===== src/rtl/i2csf_pkg.sv =====
package i2csf_pkg;

	// register indices; byte address is four times the low ten index bits
	localparam logic [31:0] I2CSF_CTRL_IDX   = 32'h40041b50;
	localparam logic [31:0] I2CSF_STATUS_IDX = 32'h40041b51;
	localparam logic [31:0] I2CSF_FLAGS_IDX  = 32'h40041b52;
	localparam logic [31:0] I2CSF_SHIFT_IDX  = 32'h40041b53;
	localparam logic [31:0] I2CSF_OWN_IDX    = 32'h40041b54;

	// low index bits compared against paddr[11:2]
	localparam int I2CSF_DEC_W = 10;

	// reset values
	localparam logic [7:0] I2CSF_STATUS_RST = 8'h00;
	localparam logic [7:0] I2CSF_FLAGS_RST  = 8'h00;

	// status register fields
	localparam int I2CSF_ST_MASTER = 7;
	localparam int I2CSF_ST_ARB    = 6;
	localparam int I2CSF_ST_EXT    = 5;
	localparam int I2CSF_ST_MATCH  = 4;
	localparam int I2CSF_ST_DIR    = 3;
	localparam int I2CSF_ST_ACK    = 2;
	localparam int I2CSF_ST_START  = 1;
	localparam int I2CSF_ST_STOP   = 0;

	// flag register fields
	localparam int I2CSF_FL_STCLR  = 7;
	localparam int I2CSF_FL_BUSY   = 6;
	localparam int I2CSF_FL_ISTEN  = 1;
	localparam int I2CSF_FL_RSV    = 0;

	// control register fields
	localparam int I2CSF_CT_EN     = 7;
	localparam int I2CSF_CT_EXIT   = 6;
	localparam int I2CSF_CT_WREL   = 5;
	localparam int I2CSF_CT_START  = 1;
	localparam int I2CSF_CT_WAKE   = 0;

	// bit counter values on the serial clock
	localparam logic [3:0] I2CSF_CNT_IDLE  = 4'h0;
	localparam logic [3:0] I2CSF_CNT_FIRST = 4'h1;
	localparam logic [3:0] I2CSF_CNT_ADDR  = 4'h8;
	localparam logic [3:0] I2CSF_CNT_ACK   = 4'h9;

	// extension code patterns on the upper address nibble
	localparam logic [3:0] I2CSF_EXT_ZERO  = 4'h0;
	localparam logic [3:0] I2CSF_EXT_ONE   = 4'hf;

endpackage


===== src/rtl/i2csf_sync.sv =====
`timescale 1ns/1ps
module i2csf_sync #(
	parameter int WIDTH = 2
) (
	// clock and reset
	input  wire logic             clk_in,
	input  wire logic             rst_in,
	input  wire logic             ce_in,
	// asynchronous levels
	input  wire logic [WIDTH-1:0] async_in,
	output logic      [WIDTH-1:0] sync_out
);
	import i2csf_pkg::*;

	typedef struct packed {
		logic [WIDTH-1:0] meta;
		logic [WIDTH-1:0] sync;
	} i2csf_sync_s;

	i2csf_sync_s st;
	i2csf_sync_s next_st;

	always_comb begin
		next_st = st;
		if (ce_in) begin
			next_st.meta = async_in;
			next_st.sync = st.meta;
		end
	end

	always_ff @(posedge clk_in or posedge rst_in) begin
		if (rst_in) begin
			st <= '1;
		end else begin
			st <= next_st;
		end
	end

	assign sync_out = st.sync;

endmodule


===== src/rtl/i2csf_line_events.sv =====
`timescale 1ns/1ps
module i2csf_line_events (
	// clock and reset
	input  wire logic clk_in,
	input  wire logic rst_in,
	input  wire logic ce_in,
	// synchronised lines
	input  wire logic scl_in,
	input  wire logic sda_in,
	// one-cycle events
	output logic      scl_rise_out,
	output logic      scl_fall_out,
	output logic      start_out,
	output logic      stop_out
);
	import i2csf_pkg::*;

	typedef struct packed {
		logic scl;
		logic sda;
	} i2csf_lev_s;

	i2csf_lev_s st;
	i2csf_lev_s next_st;

	always_comb begin
		next_st = st;
		if (ce_in) begin
			next_st.scl = scl_in;
			next_st.sda = sda_in;
		end
	end

	always_ff @(posedge clk_in or posedge rst_in) begin
		if (rst_in) begin
			st <= '1;
		end else begin
			st <= next_st;
		end
	end

	// data moving while clock stays high marks start or stop
	assign scl_rise_out = ce_in & ~st.scl & scl_in;
	assign scl_fall_out = ce_in & st.scl & ~scl_in;
	assign start_out    = ce_in & st.scl & scl_in & st.sda & ~sda_in;
	assign stop_out     = ce_in & st.scl & scl_in & ~st.sda & sda_in;

endmodule


===== src/rtl/i2csf_top.sv =====
// Behaviour
// status and flag registers read all zeros after reset
// software reads status only with start trigger set or during a wait
// after wake enable falls, status view holds until next start or stop
// with wake-up, software enables stop interrupt and reads status afterwards
// master flag set on start generation, cleared on stop, arb loss, exit, disable
// arbitration loss sets arb-lost flag and clears master flag together
// any completed status read clears the arb-lost flag
// extension flag set at 8th rise for nibble 0000 or 1111
// address match flag set at 8th rise when address equals own address
// receive leaves data released; send drives latch after first byte's 9th clock
// direction set by start generation, master write bit, or slave read request
// wait release at 9th clock in send clears direction and releases data
// ack flag set on low data at 9th rise, cleared next byte
// start flag set on start, cleared on stop or byte after address
// stop flag set on stop, cleared on next address byte or wake fall
// flag register: bit7 start-cleared, bit6 busy, bits5-2 zero, bits1-0 writable
// prohibited reservation on busy bus clears trigger and sets start-cleared flag
// busy set on start or enable with initial-start zero; cleared on stop
// initial-start enable lets a start go at once; clears on start
// software confirms bus is idle before a start with initial-start enable
// reservation prohibit changes only by software write or reset
// initial-start and prohibit bits written only while disabled
// permitted reservation generates the start once the bus is released
//
// The APB register port is this design's own decision.
`timescale 1ns/1ps
module i2csf_top (
	// clock and reset
	input  wire logic        clk_in,
	input  wire logic        rst_in,
	input  wire logic        ce_in,
	// apb slave
	input  wire logic        psel_in,
	input  wire logic        penable_in,
	input  wire logic        pwrite_in,
	input  wire logic [11:0] paddr_in,
	input  wire logic [31:0] pwdata_in,
	output logic      [31:0] prdata_out,
	output logic             pready_out,
	output logic             pslverr_out,
	// serial lines
	input  wire logic        serial_clock_line_in,
	input  wire logic        serial_data_line_in,
	output logic             serial_data_line_out,
	output logic             serial_data_line_oe_n_out
);
	import i2csf_pkg::*;

	typedef struct packed {
		logic       en;
		logic       trig;
		logic       wake;
		logic       wake_hold;
		logic [6:0] own;
		logic [7:0] shout;
		logic [7:0] shin;
		logic       master;
		logic       arb;
		logic       ext;
		logic       match;
		logic       dir;
		logic       ack;
		logic       std;
		logic       spd;
		logic       stcf;
		logic       busy;
		logic       isten;
		logic       rsv;
		logic [3:0] cnt;
		logic       addr_ph;
		logic       gen;
		logic [7:0] view;
		logic       oe_n;
		logic [7:0] rdata;
		logic       pready;
		logic       slverr;
	} i2csf_state_s;

	localparam i2csf_state_s ST_RESET = '{
		own: 7'h00, shout: 8'h00, shin: 8'h00, cnt: I2CSF_CNT_IDLE,
		view: I2CSF_STATUS_RST, rdata: 8'h00, oe_n: 1'b1, default: 1'b0
	};

	i2csf_state_s st;
	i2csf_state_s next_st;

	logic [1:0] lines_s;
	logic       scl_s;
	logic       sda_s;
	logic       scl_rise;
	logic       scl_fall;
	logic       start_det;
	logic       stop_det;

	i2csf_sync #(
		.WIDTH (2)
	) u_sync (
		.clk_in   (clk_in),
		.rst_in   (rst_in),
		.ce_in    (ce_in),
		.async_in ({serial_clock_line_in, serial_data_line_in}),
		.sync_out (lines_s)
	);

	assign scl_s = lines_s[1];
	assign sda_s = lines_s[0];

	i2csf_line_events u_events (
		.clk_in       (clk_in),
		.rst_in       (rst_in),
		.ce_in        (ce_in),
		.scl_in       (scl_s),
		.sda_in       (sda_s),
		.scl_rise_out (scl_rise),
		.scl_fall_out (scl_fall),
		.start_out    (start_det),
		.stop_out     (stop_det)
	);

	function automatic logic hit(input logic [11:0] a, input logic [31:0] idx);
		hit = (a[11:2] == idx[I2CSF_DEC_W-1:0]);
	endfunction

	function automatic logic [7:0] status_byte(input i2csf_state_s s);
		logic [7:0] b;
		b = 8'h00;
		b[I2CSF_ST_MASTER] = s.master;
		b[I2CSF_ST_ARB]    = s.arb;
		b[I2CSF_ST_EXT]    = s.ext;
		b[I2CSF_ST_MATCH]  = s.match;
		b[I2CSF_ST_DIR]    = s.dir;
		b[I2CSF_ST_ACK]    = s.ack;
		b[I2CSF_ST_START]  = s.std;
		b[I2CSF_ST_STOP]   = s.spd;
		status_byte = b;
	endfunction

	logic       acc;
	logic       wr;
	logic       rd_status;
	logic       mapped;
	logic [7:0] rd_mux;
	logic [7:0] wd;
	logic [3:0] cnt_new;
	logic [7:0] addr_byte;
	logic [2:0] tx_idx;

	always_comb begin
		acc       = psel_in & penable_in & st.pready;
		wr        = acc & pwrite_in & ~st.slverr;
		rd_status = acc & ~pwrite_in & hit(paddr_in, I2CSF_STATUS_IDX);
		wd        = pwdata_in[7:0];
		mapped    = hit(paddr_in, I2CSF_CTRL_IDX) | hit(paddr_in, I2CSF_STATUS_IDX) |
			hit(paddr_in, I2CSF_FLAGS_IDX) | hit(paddr_in, I2CSF_SHIFT_IDX) | hit(paddr_in, I2CSF_OWN_IDX);
		rd_mux    = 8'h00;
		if (hit(paddr_in, I2CSF_CTRL_IDX)) begin
			rd_mux[I2CSF_CT_EN]   = st.en;
			rd_mux[I2CSF_CT_WAKE] = st.wake;
		end
		if (hit(paddr_in, I2CSF_STATUS_IDX)) begin
			rd_mux = st.view;
		end
		if (hit(paddr_in, I2CSF_FLAGS_IDX)) begin
			rd_mux[I2CSF_FL_STCLR] = st.stcf;
			rd_mux[I2CSF_FL_BUSY]  = st.busy;
			rd_mux[I2CSF_FL_ISTEN] = st.isten;
			rd_mux[I2CSF_FL_RSV]   = st.rsv;
		end
		if (hit(paddr_in, I2CSF_SHIFT_IDX)) begin
			rd_mux = st.shin;
		end
		if (hit(paddr_in, I2CSF_OWN_IDX)) begin
			rd_mux = {st.own, 1'b0};
		end
		cnt_new   = (st.cnt == I2CSF_CNT_ACK) ? I2CSF_CNT_FIRST : st.cnt + 4'h1;
		addr_byte = {st.shin[6:0], sda_s};
		tx_idx    = (st.cnt == I2CSF_CNT_ACK) ? 3'h7 : 3'h7 - st.cnt[2:0];
	end

	always_comb begin
		next_st = st;
		if (ce_in) begin
			// apb answer one cycle into the access phase
			next_st.pready = psel_in & penable_in & ~st.pready;
			if (psel_in & penable_in & ~st.pready) begin
				next_st.rdata  = rd_mux;
				next_st.slverr = ~mapped;
			end
			if (rd_status) begin
				next_st.arb = 1'b0;
			end
			// status view frozen while wake-up is in use
			if (!(st.wake | st.wake_hold)) begin
				next_st.view = status_byte(st);
			end
			if (!st.en) begin
				next_st.master    = 1'b0;
				next_st.arb       = 1'b0;
				next_st.ext       = 1'b0;
				next_st.match     = 1'b0;
				next_st.dir       = 1'b0;
				next_st.ack       = 1'b0;
				next_st.std       = 1'b0;
				next_st.spd       = 1'b0;
				next_st.stcf      = 1'b0;
				next_st.busy      = 1'b0;
				next_st.trig      = 1'b0;
				next_st.gen       = 1'b0;
				next_st.addr_ph   = 1'b0;
				next_st.wake_hold = 1'b0;
				next_st.cnt       = I2CSF_CNT_IDLE;
				next_st.oe_n      = 1'b1;
			end else begin
				// start generation or reservation
				if (st.trig & ~st.gen & ~st.master) begin
					if (!st.busy) begin
						next_st.gen    = 1'b1;
						next_st.trig   = 1'b0;
						next_st.master = 1'b1;
						next_st.dir    = 1'b1;
						next_st.oe_n   = 1'b0;
					end else if (st.rsv) begin
						next_st.trig = 1'b0;
						next_st.stcf = 1'b1;
					end
				end
				if (start_det) begin
					next_st.std       = 1'b1;
					next_st.busy      = 1'b1;
					next_st.isten     = 1'b0;
					next_st.ext       = 1'b0;
					next_st.match     = 1'b0;
					next_st.cnt       = I2CSF_CNT_IDLE;
					next_st.addr_ph   = 1'b1;
					next_st.wake_hold = 1'b0;
				end
				if (stop_det) begin
					next_st.spd       = 1'b1;
					next_st.busy      = 1'b0;
					next_st.master    = 1'b0;
					next_st.ext       = 1'b0;
					next_st.match     = 1'b0;
					next_st.std       = 1'b0;
					next_st.ack       = 1'b0;
					next_st.dir       = 1'b0;
					next_st.addr_ph   = 1'b0;
					next_st.gen       = 1'b0;
					next_st.oe_n      = 1'b1;
					next_st.wake_hold = 1'b0;
				end
				if (scl_rise) begin
					next_st.cnt = cnt_new;
					if (cnt_new == I2CSF_CNT_FIRST) begin
						next_st.ack = 1'b0;
						if (st.addr_ph) begin
							next_st.spd = 1'b0;
						end else begin
							next_st.std = 1'b0;
						end
					end
					if (cnt_new <= I2CSF_CNT_ADDR) begin
						next_st.shin = addr_byte;
						if (st.master & st.dir & st.oe_n & ~sda_s) begin
							next_st.arb    = 1'b1;
							next_st.master = 1'b0;
							next_st.dir    = 1'b0;
							next_st.trig   = 1'b0;
						end
					end
					if ((cnt_new == I2CSF_CNT_ADDR) & st.addr_ph) begin
						if ((addr_byte[7:4] == I2CSF_EXT_ZERO) | (addr_byte[7:4] == I2CSF_EXT_ONE)) begin
							next_st.ext = 1'b1;
						end
						if (addr_byte[7:1] == st.own) begin
							next_st.match = 1'b1;
							if (!st.master & addr_byte[0]) begin
								next_st.dir = 1'b1;
							end
						end
						if (st.master & addr_byte[0]) begin
							next_st.dir = 1'b0;
						end
					end
					if (cnt_new == I2CSF_CNT_ACK) begin
						next_st.ack     = ~sda_s;
						next_st.addr_ph = 1'b0;
					end
				end
				// shift latch onto the line on falling clock
				if (scl_fall) begin
					next_st.gen  = 1'b0;
					next_st.oe_n = 1'b1;
					if (st.dir & (st.master | ~st.addr_ph) & (st.cnt != I2CSF_CNT_ADDR)) begin
						next_st.oe_n = st.shout[tx_idx];
					end
				end
			end
			// software writes
			if (wr & hit(paddr_in, I2CSF_CTRL_IDX)) begin
				next_st.en   = wd[I2CSF_CT_EN];
				next_st.wake = wd[I2CSF_CT_WAKE];
				if (~st.en & wd[I2CSF_CT_EN]) begin
					next_st.busy = ~st.isten;
				end
				if (st.wake & ~wd[I2CSF_CT_WAKE]) begin
					next_st.wake_hold = 1'b1;
					// a stop seen in the same cycle still sets the flag
					if (!stop_det) begin
						next_st.spd = 1'b0;
					end
				end
				if (st.en & wd[I2CSF_CT_START]) begin
					next_st.trig = 1'b1;
					next_st.stcf = 1'b0;
				end
				if (st.en & wd[I2CSF_CT_EXIT]) begin
					next_st.master  = 1'b0;
					next_st.trig    = 1'b0;
					next_st.ext     = 1'b0;
					next_st.match   = 1'b0;
					next_st.dir     = 1'b0;
					next_st.ack     = 1'b0;
					next_st.std     = 1'b0;
					next_st.gen     = 1'b0;
					next_st.addr_ph = 1'b0;
					next_st.oe_n    = 1'b1;
				end
				if (st.en & wd[I2CSF_CT_WREL] & st.dir & (st.cnt == I2CSF_CNT_ACK)) begin
					next_st.dir  = 1'b0;
					next_st.oe_n = 1'b1;
				end
			end
			if (wr & hit(paddr_in, I2CSF_FLAGS_IDX) & ~st.en) begin
				next_st.isten = wd[I2CSF_FL_ISTEN];
				next_st.rsv   = wd[I2CSF_FL_RSV];
			end
			if (wr & hit(paddr_in, I2CSF_SHIFT_IDX)) begin
				next_st.shout = wd;
			end
			if (wr & hit(paddr_in, I2CSF_OWN_IDX)) begin
				next_st.own = wd[7:1];
			end
		end
	end

	always_ff @(posedge clk_in or posedge rst_in) begin
		if (rst_in) begin
			st <= ST_RESET;
		end else begin
			st <= next_st;
		end
	end

	assign prdata_out                = {24'h000000, st.rdata};
	assign pready_out                = st.pready;
	assign pslverr_out               = st.slverr;
	assign serial_data_line_out      = 1'b0;
	assign serial_data_line_oe_n_out = st.oe_n;
endmodule


===== config.mk =====
export PLATFORM = sky130hd
export DESIGN_NAME = i2csf_top
export DESIGN_NICKNAME = d
export VERILOG_FILES = /design/src/rtl/i2csf_pkg.sv /design/src/rtl/i2csf_sync.sv /design/src/rtl/i2csf_line_events.sv /design/src/rtl/i2csf_top.sv
export SDC_FILE = /design/constraint.sdc
export NUM_CORES = 1
export LEC_CHECK = 0
export BUFFER_PORTS_ARGS = -buffer_cell sky130_fd_sc_hd__buf_2
export CAP_MARGIN = 5
export CELL_PAD_IN_SITES_DETAIL_PLACEMENT = 0
export CELL_PAD_IN_SITES_GLOBAL_PLACEMENT = 1
export CORE_UTILIZATION = 25
export DETAILED_ROUTE_END_ITERATION = 10
export PLACE_DENSITY = 0.56
export SLEW_MARGIN = 20
export SYNTH_ARGS = -nofsm -noshare
export SYNTH_HDL_FRONTEND = slang
export SYNTH_HIERARCHICAL = 1
export SYNTH_SLANG_ARGS = --single-unit

===== constraint.sdc =====
create_clock -name clk_in -period 5.9 [get_ports clk_in]
set_clock_uncertainty 0.15 [all_clocks]
set_input_delay 0.885 -clock clk_in [delete_from_list [all_inputs] [get_ports clk_in]]
set_output_delay 0.885 -clock clk_in [all_outputs]
set_load 0.05 [all_outputs]

# Yosys cells after proc, flatten, opt, wreduce, memory -nomap -nowiden

Index checks and enable logic that the tools add are counted.

Flip-flop bits (word level): 70
Logic and storage cells: 207

Add/sub/neg operators: 2
Order comparisons: 2
Equality and inequality tests: 13
Muxes and demuxes: 86
Bitwise logic cells: 60
Reduce and logical (&&, ||, !) cells: 13

Operator list:

| operator                                                                      | count |
|---|---|
| 1-bit two-way mux                                                             | 57 |
| 10-bit == test (second input constant)                                        | 5 |
| 8-bit two-way mux                                                             | 5 |
| 1-bit AND                                                                     | 38 |
| 2-bit two-way mux                                                             | 11 |
| 6-bit two-way mux                                                             | 3 |
| 4-bit == test (second input constant)                                         | 4 |
| 5-bit two-way mux                                                             | 3 |
| 1-bit NOT                                                                     | 15 |
| 2-bit AND reduction                                                           | 7 |
| 3-bit two-way mux                                                             | 4 |
| 10-bit two-way mux                                                            | 1 |
| 7-bit == test                                                                 | 1 |
| 1-bit OR                                                                      | 7 |
| 4-bit by 1-bit adder with 4-bit output (second input constant)                | 1 |
| 4-bit by 1-bit == test with 1-bit output (second input constant)              | 1 |
| 4-bit less-or-equal comparator (second input constant)                        | 1 |
| 4-bit logical NOT                                                             | 1 |
| 3-bit by 4-bit less-than comparator with 1-bit output (second input constant) | 1 |
| 4-bit two-way mux                                                             | 1 |
| 4-bit != test (second input constant)                                         | 1 |
| 4-bit AND reduction                                                           | 1 |
| 2-bit nonzero test                                                            | 2 |
| 1-bit binary-select mux with 3-bit select                                     | 1 |
| other kinds (4)                                                               | 4 |

# Longest topological paths before layout

Depth in word-level cells: 19
Mapped depth: 7
Mapped depth without buffers: 7

# Cells and area by module

The synthesis kept the hierarchy.

Modules (own cells, without submodules):

| module            | times used | cells an instance | area an instance (µm²) | sequential area each (µm²) |
|---|---|---|---|---|
| i2csf_top         | 1          | 348               | 3597.2                 | 1602.8 |
| i2csf_sync        | 1          | 11                | 168.9                  | 105.1 |
| i2csf_line_events | 1          | 11                | 131.4                  | 52.6 |

# Worst setup path before layout

Ideal clock, no wire load.

Path type: input to register
Start point: input paddr_in[9]
End point: register st[25] (netlist name)
Setup time: 0.125 ns
Arrival time: 2.297 ns
Required time: 5.625 ns
Slack: 3.328 ns
Cell stages on the path: 5
Cells stage by stage: nand4bb_4 nor4_4 nand4_2 or3b_1 mux2_4

Word-level cells in the longest chain between the ends: 4

RTL lines:

| element                       | line             | RTL |
|---|---|---|
| start: declaration            | i2csf_top.sv:37  | `input wire logic [11:0] paddr_in,` |
| 10-bit == test                | i2csf_top.sv:122 | `hit = (a[11:2] == idx[I2CSF_DEC_W-1:0]);` |
| 1-bit AND (2 in a row)        | i2csf_top.sv:334 | `if (wr & hit(paddr_in, I2CSF_FLAGS_IDX) & ~st.en) begin` |
| 2-bit AND reduction (no line) | n/a              |  |
| end signal: assignment        | i2csf_top.sv:351 | `st <= next_st;` |
| end: declaration              | i2csf_top.sv:85  | `i2csf_state_s st;` |

No other way between the ends.
A chain may end at the register's enable or synchronous reset.

# Worst setup path in the final report

Start point: input ce_in
End point: register st (netlist bit addr_byte[6])

Word-level cells in the longest chain between the ends: 3

RTL lines:

| element                       | line                    | RTL |
|---|---|---|
| start: declaration            | i2csf_top.sv:32         | `input wire logic ce_in,` |
| 1-bit AND (2 in a row)        | i2csf_line_events.sv:43 | `assign scl_rise_out = ce_in & ~st.scl & scl_in;` |
| named net scl_rise            | i2csf_top.sv:91         | `logic scl_rise;` |
| 4-bit AND reduction (no line) | n/a                     |  |

The timed path passes the listed nets, and every way through them passes these cells.

==> out/qor.yml <==
drtPass1Iterations: 4
setup_tns_ns: 0
routedWlPerCell_microns: 15.9
required_ns: 5.97
area_delta_synth_final_pct: 13.6
initial_utilization: 0.256
ant_nets: 0
p_comb_frac: 0.088
min_from: "prdata_out[1]"
max_freq_mhz: 342
min_path_type: "flop to flop"
p_leak_nw: 1.99
synth_cells: 370
synth_cell_types: 60
hpwl_microns: 7010
synth_area_sq_um: 3900
utilization: 0.291
start_kind: "input port"
cts_buffers: 9
power_switching_w: 0.000322
powerDensity_nw_per_um2: 274
maxSlewViolCount: 0
ios: 88
ir_drop_uv: 131
hold_end: "prdata_out[1]"
portBuffers: 36
hold_violations: 0
grt_pass1_wl_microns: 15500
post_synth.cell_area_avg_sq_um: 10.5
drc: 0
grt_max_degree: 65
cts_tree: "built"
post_cts_buffers: 0
setup_ws_ns: 2.98
final_nets: 448
ys_seq_area_frac: 0.452
r2r-start: "st[63]"
critPathKind: "input port to flop"
dieArea_sq_um: 16100
clockPowerShare: 0.498
ctsHoldBuffers: 0
num_rows: 45
gp_congestion: 0.743
die_y_microns: 127
relSlewSlack: 0.435
vias: 2761
setup.worst_path.end_class: "flop"
grt_overflow: 0
clkTransAtPathRegs_ns: 0.07
r2r-end: "addr_byte[6]"
core_sq_um: 15200
cp.arrival_ns: 3.00
n_fill_cell: 1587
grt_antenna_before_repair: 0
drt-total-wl_microns: 9390
clock-sinks: 70
drt_iter0_markers: 167
num_antenna_cells: 0
drv_cap: 0
tightest_slew_ns: 0.847
swShare: 0.265
clock-root-buffer: "clkbuf_16"
rsz0062_at_grt: "false"
seqPwrFrac: 0.414
pre_cts_ws_ns: 2.65
internal_power_w: 0.000894
die_width_microns: 127
cts_resized: 0
fin_crit_sh: 0.495
grt_usage: 0.127
ys_ff_latch: 70
cts-htree-levels: 3
clk_path_buf_depth: 2
async_flop_share: 1.00
synth_edf_count: 0
crit_fanout: 37
setup_viol: 0
min_period_ns: 2.92
status: "finished, final reports clean"
clk_latency_ns: 0.34
grt_pass1_vias: 2699
ff2ff_setup_slack_ns: 3.51
min_path_cells: 2
synth_ff_type: "dfrtp_1"
yosys_warnings: 6
viasPerCell: 4.69
final_common_cell: "dfrtp_1"
reg2regPathDepth: 4
drive_gt1_frac: 0.294
most-common-layout-cells: "63 x dfrtp_1, 39 x mux2_2, 36 x buf_2"
## sequential cells by signal (all words and copies together) (netlist names)
register,flops
u_sync/sync_out,2
prdata_out,8
u_sync/st,2
st,46
u_events/st,2
serial_data_line_oe_n_out,1
addr_byte,7
pslverr_out,1
pready_out,1
## routing by layer
layer	up-vias	GRT usage	share of wire	wire, microns
met5	-	0	0	0
met4	0	0.0378	0.0054	51
met3	4	0.0299	0.044	409
met2	65	0.190	0.44	4150
met1	1362	0.180	0.51	4780
li1	1330	-	-	-
## worst max-delay path, stage by stage
cell and delay (ns):
buf_2 0.50, and3b_2 0.36, nand2_1 0.18, nor2_1 0.64, mux2_2 0.41
## area by class of cell
class	count	area (sq um)	share of cell area
Multi-Input combinational cell	262	1860	0.419
Sequential cell	70	1760	0.397
Tap cell	188	235	0.0531
Clock buffer	9	225	0.0508
Timing Repair Buffer	37	188	0.0424
Clock inverter	7	103	0.0232
Inverter	16	60.1	0.0136
## power by group through the flow
stage | clock network (W) | registers, W | logic (W)
2_1_floorplan | 0 | 0.000514 | 0.0000919
3_3_place_gp | 0 | 0.000512 | 0.000107
3_5_place_dp | 0 | 0.000512 | 0.000108
4_1_cts | 0.000620 | 0.000504 | 0.000109
5_1_grt | 0.000642 | 0.000506 | 0.000116
6_report | 0.000605 | 0.000504 | 0.000107
## cell families (layout without fill, tap and decap cells)
family,count (synthesis),count (layout),synth area share
and+or+nand+nor,99,99,0.156
AOI/OAI and AO/OA,81,81,0.133
DFF,70,70,0.452
buffers and inverters,62,69,0.0947
muxes,49,49,0.146
xor gates and xnor gates,8,8,0.0180
other,1,25,0.000962
## stage by stage
step	cell area, sq um	total power, W	hold WS [ns]	instances
after floorplan	3990	0.000606	0.301	394
after global placement	4100	0.000619	0.308	573
after detailed placement	4100	0.000621	0.315	573
after CTS	4430	0.00123	0.329	589
after global routing	4430	0.00126	0.345	589
final	4430	0.00122	0.318	589
## cells in the mapped netlist, drive strengths merged (5+ instances only)
cell type / instances / share of area
a21oi: 11 / 0.014
buf: 39 / 0.073
clkbuf: 7 / 0.0067
dfrtp: 63 / 0.40
dfstp: 7 / 0.047
inv: 16 / 0.015
mux2: 40 / 0.12
mux2i: 7 / 0.018
nand2: 31 / 0.030
nand2b: 5 / 0.0080
nand3: 5 / 0.0077
nand4: 6 / 0.011
nor2: 17 / 0.017
nor3b: 7 / 0.017
o211ai: 8 / 0.015
o21ai: 32 / 0.041
o2bb2ai: 5 / 0.011
## worst max path at each step
stage                     startpoint      endpoint  slack, ns
after floorplan               rst_in  addr_byte[1]       3.27
after global placement         ce_in  addr_byte[5]       2.65
after detailed placement       ce_in  addr_byte[6]       2.65
after CTS                      ce_in  addr_byte[6]       3.00
after global routing           ce_in  addr_byte[7]       2.83
final                          ce_in  addr_byte[6]       2.98
Power figures use the tool's default switching activity.
